==> src/verilog/pic_pkg.sv <==
// constants and types for the pll input control register bank
// Function
// two-bit sync trigger select picks one of four schmitt triggers; 2 recommended.
// detector input select: 0 horizontal sync, 1 oscillator reference (default).
// divider load timing: 0 load at pll reset, 1 at next scan line.
// feedback edge polarity: 0 rising edge, 1 falling edge.
// reference edge polarity: 0 rising edge, 1 falling edge.
// coast pin polarity: 0 pin active high, 1 pin active low.
// coast pin polarity has no effect while detector run enable is 1.
// run enable 0: detector held off while coast pin is active.
// run enable 1 (reset value): detector runs, coast pin ignored.
// any reset returns every register bit to its default.
// blue comparator offset holds two four-bit codes, both reset to 7.
// converter data delay split: lsb at cal one bit 6, msbs cal two 4-3.
// clock delays green 5-3, red 2-0 of cal one, blue 2-0 cal two; reset 5.
// reserved bits read zero and writes to them have no effect.
// host programs select and polarity bits before releasing pll reset.
package pic_pkg;
  localparam int          PIC_AW            = 8;
  localparam int          PIC_DW            = 8;
  localparam logic [7:0]  PIC_OFS_INSEL     = 8'h00;
  localparam logic [7:0]  PIC_OFS_BCOMP     = 8'h3a;
  localparam logic [7:0]  PIC_OFS_CAL1      = 8'h3b;
  localparam logic [7:0]  PIC_OFS_CAL2      = 8'h3c;
  localparam logic [7:0]  PIC_RST_INSEL     = 8'h21;
  localparam logic [7:0]  PIC_RST_BCOMP     = 8'h77;
  localparam logic [7:0]  PIC_RST_CAL1      = 8'h2d;
  localparam logic [7:0]  PIC_RST_CAL2      = 8'ha5;
  localparam logic [7:0]  PIC_MASK_CAL1     = 8'h7f;
  localparam logic [1:0]  PIC_TRIG_RECOMMEND = 2'h2;

  // decoded fields of the input select register
  typedef struct packed {
    logic [1:0] sync_trigger_sel;
    logic       detector_input_sel;
    logic       divider_load_timing;
    logic       feedback_edge_pol;
    logic       reference_edge_pol;
    logic       coast_pin_polarity;
    logic       detector_run_enable;
  } pic_insel_t;

  // calibration outputs
  typedef struct packed {
    logic [3:0] blue_offset_b;
    logic [3:0] blue_offset_a;
    logic [2:0] converter_data_delay;
    logic [2:0] green_clock_delay;
    logic [2:0] red_clock_delay;
    logic [2:0] blue_clock_delay;
    logic [2:0] bandgap_trim;
  } pic_cal_t;
endpackage

==> src/verilog/pic_regs.sv <==
// pll input control register bank with detector gating
//
// Added by the designer: the address-and-strobe port.
`timescale 1ns/1ns
module pic_regs
  import pic_pkg::*;
(
  input  wire logic              ref_clk,
  input  wire logic              rst_n,
  input  wire logic [PIC_AW-1:0] addr,
  input  wire logic [PIC_DW-1:0] wdata,
  input  wire logic              wr,
  input  wire logic              rd,
  output logic      [PIC_DW-1:0] rdata,
  input  wire logic              coast_gate_pin,
  output pic_insel_t             insel,
  output pic_cal_t               cal,
  output logic                   detector_active
);
  logic [7:0] insel_reg;
  logic [7:0] bcomp_reg;
  logic [7:0] cal1_reg;
  logic [7:0] cal2_reg;
  logic [7:0] rdata_reg;
  logic [7:0] rdata_next;
  logic       det_reg;
  logic       det_next;

  // register map; offsets and reset values live in the package
  //   input select  - trigger, detector input, load timing, edge polarities,
  //                   coast pin polarity and detector run enable
  //   blue offsets  - two four-bit comparator offset codes
  //   calibration 1 - reserved top bit, data delay lsb, green and red delays
  //   calibration 2 - bandgap trim, data delay msbs, blue delay
  // plain strobe port: one cycle per access, no wait states,
  // read data registered and shown only in the cycle after the read strobe

  // decode and routing below are written for byte-wide address and data
  if (PIC_AW != 8 || PIC_DW != 8) begin : g_size_check
    $error("register bank is built for eight bit address and data");
  end

  // address decode
  wire logic hit_insel = (addr == PIC_OFS_INSEL);
  wire logic hit_bcomp = (addr == PIC_OFS_BCOMP);
  wire logic hit_cal1  = (addr == PIC_OFS_CAL1);
  wire logic hit_cal2  = (addr == PIC_OFS_CAL2);

  // read mux; unmapped reads give zero
  assign rdata_next = rd ? ((hit_insel ? insel_reg : 8'h00) |
                            (hit_bcomp ? bcomp_reg : 8'h00) |
                            (hit_cal1  ? cal1_reg  : 8'h00) |
                            (hit_cal2  ? cal2_reg  : 8'h00)) : 8'h00;

  // coast gating: pin active level per polarity, ignored while run enabled
  wire logic pin_active = coast_gate_pin ^ insel_reg[1];
  assign det_next = insel_reg[0] | ~pin_active;

  // register writes and defaults
  always_ff @(posedge ref_clk or negedge rst_n) begin
    if (!rst_n) begin
      insel_reg <= PIC_RST_INSEL;
      bcomp_reg <= PIC_RST_BCOMP;
      cal1_reg  <= PIC_RST_CAL1;
      cal2_reg  <= PIC_RST_CAL2;
      rdata_reg <= 8'h00;
      det_reg   <= 1'b1;
    end else begin
      if (wr && hit_insel) insel_reg <= wdata;
      if (wr && hit_bcomp) bcomp_reg <= wdata;
      if (wr && hit_cal1)  cal1_reg  <= wdata & PIC_MASK_CAL1;
      if (wr && hit_cal2)  cal2_reg  <= wdata;
      rdata_reg <= rdata_next;
      det_reg   <= det_next;
    end
  end

  assign rdata           = rdata_reg;
  assign detector_active = det_reg;
  // field routing straight from register flops
  assign insel = pic_insel_t'(insel_reg);
  assign cal.blue_offset_b        = bcomp_reg[7:4];
  assign cal.blue_offset_a        = bcomp_reg[3:0];
  assign cal.converter_data_delay = {cal2_reg[4:3], cal1_reg[6]};
  assign cal.green_clock_delay    = cal1_reg[5:3];
  assign cal.red_clock_delay      = cal1_reg[2:0];
  assign cal.blue_clock_delay     = cal2_reg[2:0];
  assign cal.bandgap_trim         = cal2_reg[7:5];

  // assertions
  property p_coast_hold;
    @(posedge ref_clk) disable iff (!rst_n)
      (!insel_reg[0] && (coast_gate_pin ^ insel_reg[1])) |=> !detector_active;
  endproperty
  a_coast_hold: assert property (p_coast_hold) else $error("detector not held during coast");

  property p_run_enable;
    @(posedge ref_clk) disable iff (!rst_n) insel_reg[0] |=> detector_active;
  endproperty
  a_run_enable: assert property (p_run_enable) else $error("detector off while run enabled");

  property p_pol_ignored;
    @(posedge ref_clk) disable iff (!rst_n)
      (insel_reg[0] && $changed(insel_reg[1])) |=> detector_active;
  endproperty
  a_pol_ignored: assert property (p_pol_ignored) else $error("polarity acted while enabled");

  property p_pin_high;
    @(posedge ref_clk) disable iff (!rst_n)
      (!insel_reg[0] && !insel_reg[1] && !coast_gate_pin) |=> detector_active;
  endproperty
  a_pin_high: assert property (p_pin_high) else $error("active high pin misread");

  property p_readback;
    @(posedge ref_clk) disable iff (!rst_n)
      (rd && hit_cal1) |=> (rdata == cal1_reg && !rdata[7]);
  endproperty
  a_readback: assert property (p_readback) else $error("cal one readback wrong");

  property p_write_insel;
    @(posedge ref_clk) disable iff (!rst_n)
      (wr && hit_insel) |=> (insel == pic_insel_t'($past(wdata)));
  endproperty
  a_write_insel: assert property (p_write_insel) else $error("input select not written");

  property p_write_cal2;
    @(posedge ref_clk) disable iff (!rst_n)
      (wr && hit_cal2) |=> (cal.converter_data_delay[2:1] == $past(wdata[4:3])
                            && cal.blue_clock_delay == $past(wdata[2:0]));
  endproperty
  a_write_cal2: assert property (p_write_cal2) else $error("cal two fields wrong");

  property p_write_bcomp;
    @(posedge ref_clk) disable iff (!rst_n)
      (wr && hit_bcomp) |=> ({cal.blue_offset_b, cal.blue_offset_a} == $past(wdata));
  endproperty
  a_write_bcomp: assert property (p_write_bcomp) else $error("offset codes wrong");

  property p_unmapped;
    @(posedge ref_clk) disable iff (!rst_n)
      (rd && !hit_insel && !hit_bcomp && !hit_cal1 && !hit_cal2) |=> rdata == 8'h00;
  endproperty
  a_unmapped: assert property (p_unmapped) else $error("unmapped read not zero");

  // unmapped writes leave every register alone
  // a decode overlap here would silently retune the loop
  property p_unmapped_write;
    @(posedge ref_clk) disable iff (!rst_n)
      (wr && !hit_insel && !hit_bcomp && !hit_cal1 && !hit_cal2)
        |=> ($stable(insel_reg) && $stable(bcomp_reg) && $stable(cal1_reg) && $stable(cal2_reg));
  endproperty
  a_unmapped_write: assert property (p_unmapped_write) else $error("unmapped write changed a register");

  // registers move only on a write strobe
  // reads must never disturb the stored settings
  property p_hold;
    @(posedge ref_clk) disable iff (!rst_n)
      !wr |=> ($stable(insel_reg) && $stable(bcomp_reg) && $stable(cal1_reg) && $stable(cal2_reg));
  endproperty
  a_hold: assert property (p_hold) else $error("register moved without a write");

  // a write elsewhere leaves the input select untouched
  property p_insel_keep;
    @(posedge ref_clk) disable iff (!rst_n)
      (wr && !hit_insel) |=> $stable(insel_reg);
  endproperty
  a_insel_keep: assert property (p_insel_keep) else $error("input select hit by foreign write");

  // a write elsewhere leaves the offset codes untouched
  property p_bcomp_keep;
    @(posedge ref_clk) disable iff (!rst_n)
      (wr && !hit_bcomp) |=> $stable(bcomp_reg);
  endproperty
  a_bcomp_keep: assert property (p_bcomp_keep) else $error("offset codes hit by foreign write");

  // a write elsewhere leaves calibration one untouched
  property p_cal1_keep;
    @(posedge ref_clk) disable iff (!rst_n)
      (wr && !hit_cal1) |=> $stable(cal1_reg);
  endproperty
  a_cal1_keep: assert property (p_cal1_keep) else $error("cal one hit by foreign write");

  // a write elsewhere leaves calibration two untouched
  property p_cal2_keep;
    @(posedge ref_clk) disable iff (!rst_n)
      (wr && !hit_cal2) |=> $stable(cal2_reg);
  endproperty
  a_cal2_keep: assert property (p_cal2_keep) else $error("cal two hit by foreign write");

  // one edge into reset the input select shows its default
  // checked a cycle late so the first async reset has settled
  property p_rst_insel;
    @(posedge ref_clk) !rst_n |=> (insel_reg == PIC_RST_INSEL);
  endproperty
  a_rst_insel: assert property (p_rst_insel) else $error("input select default wrong");

  // offset codes default
  property p_rst_bcomp;
    @(posedge ref_clk) !rst_n |=> (bcomp_reg == PIC_RST_BCOMP);
  endproperty
  a_rst_bcomp: assert property (p_rst_bcomp) else $error("offset default wrong");

  // calibration one default
  property p_rst_cal1;
    @(posedge ref_clk) !rst_n |=> (cal1_reg == PIC_RST_CAL1);
  endproperty
  a_rst_cal1: assert property (p_rst_cal1) else $error("cal one default wrong");

  // calibration two default
  property p_rst_cal2;
    @(posedge ref_clk) !rst_n |=> (cal2_reg == PIC_RST_CAL2);
  endproperty
  a_rst_cal2: assert property (p_rst_cal2) else $error("cal two default wrong");

  // detector runs out of reset
  property p_rst_det;
    @(posedge ref_clk) !rst_n |=> detector_active;
  endproperty
  a_rst_det: assert property (p_rst_det) else $error("detector off after reset");

  // read data idle out of reset
  property p_rst_rdata;
    @(posedge ref_clk) !rst_n |=> (rdata == 8'h00);
  endproperty
  a_rst_rdata: assert property (p_rst_rdata) else $error("read data not idle after reset");

  // input select readback
  // compared with the value held at the read edge
  property p_read_insel;
    @(posedge ref_clk) disable iff (!rst_n)
      (rd && hit_insel) |=> (rdata == $past(insel_reg));
  endproperty
  a_read_insel: assert property (p_read_insel) else $error("input select readback wrong");

  // offset codes readback
  property p_read_bcomp;
    @(posedge ref_clk) disable iff (!rst_n)
      (rd && hit_bcomp) |=> (rdata == $past(bcomp_reg));
  endproperty
  a_read_bcomp: assert property (p_read_bcomp) else $error("offset readback wrong");

  // calibration two readback
  property p_read_cal2;
    @(posedge ref_clk) disable iff (!rst_n)
      (rd && hit_cal2) |=> (rdata == $past(cal2_reg));
  endproperty
  a_read_cal2: assert property (p_read_cal2) else $error("cal two readback wrong");

  // reserved top bit of calibration one never stores a one
  // a stray one there would read back and break software masks
  property p_cal1_reserved;
    @(posedge ref_clk) disable iff (!rst_n)
      (wr && hit_cal1 && wdata[7]) |=> !cal1_reg[7];
  endproperty
  a_cal1_reserved: assert property (p_cal1_reserved) else $error("reserved bit stored");

  // calibration one fields land where they belong
  // delay lsb is split off into the combined data delay code
  property p_write_cal1;
    @(posedge ref_clk) disable iff (!rst_n)
      (wr && hit_cal1) |=> (cal.green_clock_delay == $past(wdata[5:3])
                            && cal.red_clock_delay == $past(wdata[2:0])
                            && cal.converter_data_delay[0] == $past(wdata[6]));
  endproperty
  a_write_cal1: assert property (p_write_cal1) else $error("cal one fields wrong");

  // trigger select follows the written code
  // every code is legal, two being the usual pick
  property p_trig_route;
    @(posedge ref_clk) disable iff (!rst_n)
      (wr && hit_insel) |=> (insel.sync_trigger_sel == $past(wdata[7:6]));
  endproperty
  a_trig_route: assert property (p_trig_route) else $error("trigger select wrong");

  // detector input source follows the written bit
  property p_src_route;
    @(posedge ref_clk) disable iff (!rst_n)
      (wr && hit_insel) |=> (insel.detector_input_sel == $past(wdata[5]));
  endproperty
  a_src_route: assert property (p_src_route) else $error("detector input select wrong");

  // divider load timing follows the written bit
  property p_load_route;
    @(posedge ref_clk) disable iff (!rst_n)
      (wr && hit_insel) |=> (insel.divider_load_timing == $past(wdata[4]));
  endproperty
  a_load_route: assert property (p_load_route) else $error("load timing wrong");

  // feedback edge polarity follows the written bit
  property p_fb_route;
    @(posedge ref_clk) disable iff (!rst_n)
      (wr && hit_insel) |=> (insel.feedback_edge_pol == $past(wdata[3]));
  endproperty
  a_fb_route: assert property (p_fb_route) else $error("feedback polarity wrong");

  // reference edge polarity follows the written bit
  // wrong edge here shifts the recovered clock by half a line
  property p_ref_route;
    @(posedge ref_clk) disable iff (!rst_n)
      (wr && hit_insel) |=> (insel.reference_edge_pol == $past(wdata[2]));
  endproperty
  a_ref_route: assert property (p_ref_route) else $error("reference polarity wrong");

  // active low pin: low level coasts the detector
  // inverted sense is the usual hazard with sync sources
  property p_low_coast;
    @(posedge ref_clk) disable iff (!rst_n)
      (!insel_reg[0] && insel_reg[1] && !coast_gate_pin) |=> !detector_active;
  endproperty
  a_low_coast: assert property (p_low_coast) else $error("active low pin did not coast");

  // active low pin: high level lets the detector run
  property p_low_idle;
    @(posedge ref_clk) disable iff (!rst_n)
      (!insel_reg[0] && insel_reg[1] && coast_gate_pin) |=> detector_active;
  endproperty
  a_low_idle: assert property (p_low_idle) else $error("active low pin misread");

  // pin toggles while run enabled never stop the detector
  // guards against the gate leaking past the override
  property p_pin_ignored;
    @(posedge ref_clk) disable iff (!rst_n)
      (insel_reg[0] && $changed(coast_gate_pin)) |=> detector_active;
  endproperty
  a_pin_ignored: assert property (p_pin_ignored) else $error("pin acted while run enabled");

  // with run enable clear the detector tracks the pin each cycle
  // one cycle of latency, no extra filtering
  property p_det_follow;
    @(posedge ref_clk) disable iff (!rst_n)
      !insel_reg[0] |=> (detector_active
                         == ($past(coast_gate_pin) == $past(insel_reg[1])));
  endproperty
  a_det_follow: assert property (p_det_follow) else $error("detector did not track the pin");

  // read data stays at zero outside the cycle after a read
  // lets a shared read bus be or-combined downstream
  property p_rdata_idle;
    @(posedge ref_clk) disable iff (!rst_n)
      !rd |=> (rdata == 8'h00);
  endproperty
  a_rdata_idle: assert property (p_rdata_idle) else $error("read data not idle");

  c_coast: cover property (@(posedge ref_clk) disable iff (!rst_n) !detector_active);
  c_trig2: cover property (@(posedge ref_clk) disable iff (!rst_n)
                           insel.sync_trigger_sel == PIC_TRIG_RECOMMEND);
  c_hsync: cover property (@(posedge ref_clk) disable iff (!rst_n) !insel.detector_input_sel);
  c_rdcal: cover property (@(posedge ref_clk) disable iff (!rst_n) rd && hit_cal2);
  c_lowpin: cover property (@(posedge ref_clk) disable iff (!rst_n) !insel_reg[0] && insel_reg[1]);
endmodule
==> config.mk <==
export PLATFORM = sky130hd
export DESIGN_NAME = pic_regs
export DESIGN_NICKNAME = d
export VERILOG_FILES = /design/src/verilog/pic_pkg.sv /design/src/verilog/pic_regs.sv
export SDC_FILE = /design/constraint.sdc
export NUM_CORES = 1
export LEC_CHECK = 0
export BUFFER_PORTS_ARGS = -buffer_cell sky130_fd_sc_hd__buf_4
export CAP_MARGIN = 10
export CORE_ASPECT_RATIO = 0.7
export CORE_MARGIN = 1.5
export CORE_UTILIZATION = 53
export DETAILED_ROUTE_END_ITERATION = 10
export GPL_ROUTABILITY_DRIVEN = 0
export GPL_TIMING_DRIVEN = 0
export HOLD_SLACK_MARGIN = 0.06
export PLACE_DENSITY = 0.83
export SYNTH_ARGS = -nofsm -noshare
export SYNTH_HDL_FRONTEND = slang
export SYNTH_SLANG_ARGS = --single-unit
==> constraint.sdc <==
create_clock -name ref_clk -period 1.8 [get_ports ref_clk]
set_input_delay 0.27 -clock ref_clk [delete_from_list [all_inputs] [get_ports ref_clk]]
set_output_delay 0.27 -clock ref_clk [all_outputs]
set_load 0.01 [all_outputs]
# Yosys cells after proc, flatten, opt, wreduce, memory -nomap -nowiden
# Cells that the tools add are included.
# classes
n_reduce_logical	5
n_eq_ne	3
n_mux	5
bitwise_logic	6
# ops
op	n
2-to-1 mux 8 bit	4
== test 8 x 6 -> 1 bit, second input constant	3
bitwise OR 8 bit	2
logical NOT 8 bit	1
bitwise OR 8 x 7 -> 8 bit	1
2-to-1 mux 7 bit	1
logical AND 1 bit	4
inverter 1 bit	1
bitwise OR 1 bit	1
bitwise XOR 1 bit	1
# word_totals
elab_cells	25
regBits	40
output_inout_bits	40
inputBits	21

# Logic depth before layout (Yosys ltp)
# logic_depth
ltp_word	6
depth_mapped	4

# Least setup slack after synthesis
# No wires, ideal clock.
# synth_timing
path_type	in2reg
start	input port addr[1]
end	register insel_reg[1], in the netlist insel[1]
setup_ps	125
arrival_ps	1721
slack_ps	-47
path_stages	4
path_cell_list	or4_4 > or4b_1 > buf_6 > mux2_4
# synth_via
elab_chain_len	2
# synth_rtl
item	line	text
start, declared	pic_regs.sv:10	input wire logic [PIC_AW-1:0] addr,
logical NOT 8 bit	pic_regs.sv:44	wire logic hit_insel = (addr == PIC_OFS_INSEL);
logical AND 1 bit	pic_regs.sv:69	if (wr && hit_insel) insel_reg <= wdata;
end signal, assigned	pic_regs.sv:69	
end, declared	pic_regs.sv:20	logic [7:0] insel_reg;
# Every way passes these cells.
# A chain may end at the register's enable or synchronous reset.

# Final worst setup path
# layout_timing
start	input port addr[1]
end	register insel_reg[3], in the netlist insel[3]
# The elaborated chain is that of the path after synthesis.

==> impl_metrics.py <==
metrics = {
    "floorplanning": {
        "dieArea_mm2": 0.003789,
        "start_util_pct": 56.49,
        "die_w_um": 72.93,
        "core-area_mm2": 0.003212,
        "boundaryPins": 61,
        "rows": 17,
        "die_h_um": 51.95,
    },
    "timing": {
        "fin_crit_ns": 1.756,
        "setup_violations": 0,
        "fin_hold_ws_ns": 0.2161,
        "worstMarginPinSlew_ns": 0.6307,
        "worst_slack_ns": 0.04400,
        "max_freq_mhz": 569.5,
        "hold_viol_final": 0,
        "max_slew_margin_pct": 57.73,
        "finalSetupTns_ns": 0,
        "fin_skew_ns": 0.005205,
        "finalCritPeriodShare_pct": 97.56,
        "maxSlewViolCount": 0,
    },
    "global_routing": {
        "grt_pass1_vias": 1382,
        "antenna_found_initial": 0,
        "track_usage_pct": 25.59,
        "overflow": 0,
        "grt_max_degree": 41,
        "grt_pass1_wl_um": 6955,
    },
    "routing": {
        "drt_wl_total_um": 4350,
        "drc": 0,
        "wl_per_cell_um": 18.13,
        "vias": 1376,
        "via_per_inst": 5.733,
        "drtPass1Iterations": 4,
        "drt_iter0_markers": 68,
        "ant_nets": 0,
    },
    "worst_hold_path": {
        "min_to": "detector_active",
        "worstHoldStart": "coast_gate_pin",
        "worstHoldPathType": "input port to register",
        "worst_hold_path.num_cells": 3,
    },
    "setup_path": {
        "reg2reg_to": "rdata[5]",
        "start_kind": "input port",
        "crit_required_ns": 1.97,
        "rr_worst_depth": 3,
        "path_max_fanout": 8,
        "end_kind": "register",
        "reg2reg_from": "bcomp_reg[5]",
        "cp_data_arrival_time_ns": 1.93,
        "rrSetupSlack_ns": 0.42,
        "critPathKind": "input port to register",
    },
    "place": {
        "place_ws_ns": -0.4410,
        "dp_hpwl_um": 3054,
        "dp_cells": 231,
        "portBuffers": 60,
    },
    "synth": {
        "synthDistinctLibCells": 28,
        "synth-seq-cells": 40,
        "syn_area_per_cell_um2": 14.63,
        "synthArstFlopShare_pct": 100.0,
        "synth_flop_cell": "dfrtp_1",
        "synthCells": 124,
        "synth-warning-count": 0,
        "ys_seq_area_share_pct": 56.34,
        "synthesis.nets": 145,
        "synth_area_mm2": 0.001814,
        "synth_edf_count": 0,
    },
    "clock_tree": {
        "insertion_delay_ns": 0.29,
        "clockRootBuffer": "clkbuf_8",
        "tritoncts": "yes",
        "cts_htree_levels": 2,
        "cts_buffers": 5,
        "clock_sinks": 40,
        "clk_path_buf_depth": 2,
        "path_clk_slew_ns": 0.07,
        "post_cts_buffers": 0,
    },
    "cells_and_area": {
        "layout_common_cells": "60 x buf_4, 24 x mux2_2, 23 x dfrtp_1",
        "antennaDiodeCount": 0,
        "nets": 213,
        "filler_cell_count": 224,
        "drive_gt1_share_pct": 63.21,
        "stdcell_count": 240,
        "utilization_pct": 75.93,
        "mostFrequentLayoutCell": "buf_4",
        "syn2layout_area_growth_pct": 34.41,
    },
    "outcome": {
        "status": "completed",
    },
    "power_and_ir_drop": {
        "p_per_area_mw_per_mm2": 723.5,
        "leakage_nw": 1.174,
        "peakVddDrop_mv": 0.5508,
    },
    "run": {
        "max_cap_viol_count": 0,
    },
}
[worst max-delay path by stage]
stage,from,endpoint,slack [ns],depth (start not counted)
after CTS,addr[7],rdata[3],-0.03,5
after floorplan,addr[1],insel[1],-0.05,4
after global placement,addr[7],rdata[3],-0.41,5
final,addr[1],insel[3],0.04,5
after detailed placement,addr[7],rdata[3],-0.44,5
after global routing,addr[7],bcomp_reg[7],-0.05,4
[synth_stat cells, types with 2 or more instances]
cell type | instances | area (µm²)
nand3b_1 | 11 | 82.58
nor2b_1 | 2 | 12.51
a2111oi_0 | 5 | 43.79
a221o_1 | 6 | 60.06
mux2_4 | 8 | 120.1
nor3_1 | 2 | 10.01
nor2_1 | 2 | 7.510
dfrtp_1 | 23 | 575.6
dfstp_2 | 17 | 446.7
a22o_1 | 4 | 35.03
mux2_2 | 24 | 270.3
clkbuf_1 | 4 | 15.01
[power by group]
group	switching, mW	total, mW	internal (mW)
Sequential	0.0313	0.982	0.951
Combinational	0.103	0.222	0.119
Clock	0.288	0.560	0.272
[routing by layer]
layer | GRT usage (%) | wire [µm]
met1 | 35.89 | 2099
met2 | 37.92 | 1920
met3 | 6.783 | 271
met4 | 10.06 | 58
met5 | 0 | 0
[logic make-up (layout without fill, tap and decap cells)]
group	count (synthesis)	count (layout)	synth area share, %
mux	32	32	21.52
simple gates	29	29	11.79
compound gates	16	16	8.207
flops	40	40	56.34
buf+inv	6	75	1.655
xor+xnor	1	1	0.4828
[critical path, stage by stage]
cell	delay (ns)
buf_4	0.13
or4_4	0.55
or4b_4	0.50
buf_6	0.17
mux2_4	0.30
[per-stage QoR]
| stage | total power [mW] | instance area (µm²) |
|---|---|---|
| floorplan | 1.075 | 1814 |
| global placement | 1.204 | 2323 |
| detailed placement | 1.214 | 2323 |
| CTS | 1.772 | 2424 |
| global route | 1.844 | 2439 |
| finish | 1.764 | 2439 |
[layout make-up]
class / instances / area [µm²] / area share [%]
plain buffers: 5 / 26.28 / 1.077
clock buffers: 7 / 76.32 / 3.130
clock inverters: 1 / 5.005 / 0.2052
inverters: 1 / 3.754 / 0.1539
multi-input cells: 78 / 785.8 / 32.22
flip-flops and latches: 40 / 1022 / 41.92
well taps: 47 / 58.81 / 2.411
repair buffers: 61 / 460.4 / 18.88
[repair_timing]
action                                 4_1_cts  5_1_grt
cloned                                       0        0
hold buffers                                 1        0
setup endpoints to repair                   11       18
gates resized for setup                      1        3
endpoints found under the hold margin       23        0
No activity file was read; power rests on OpenSTA's default activity.
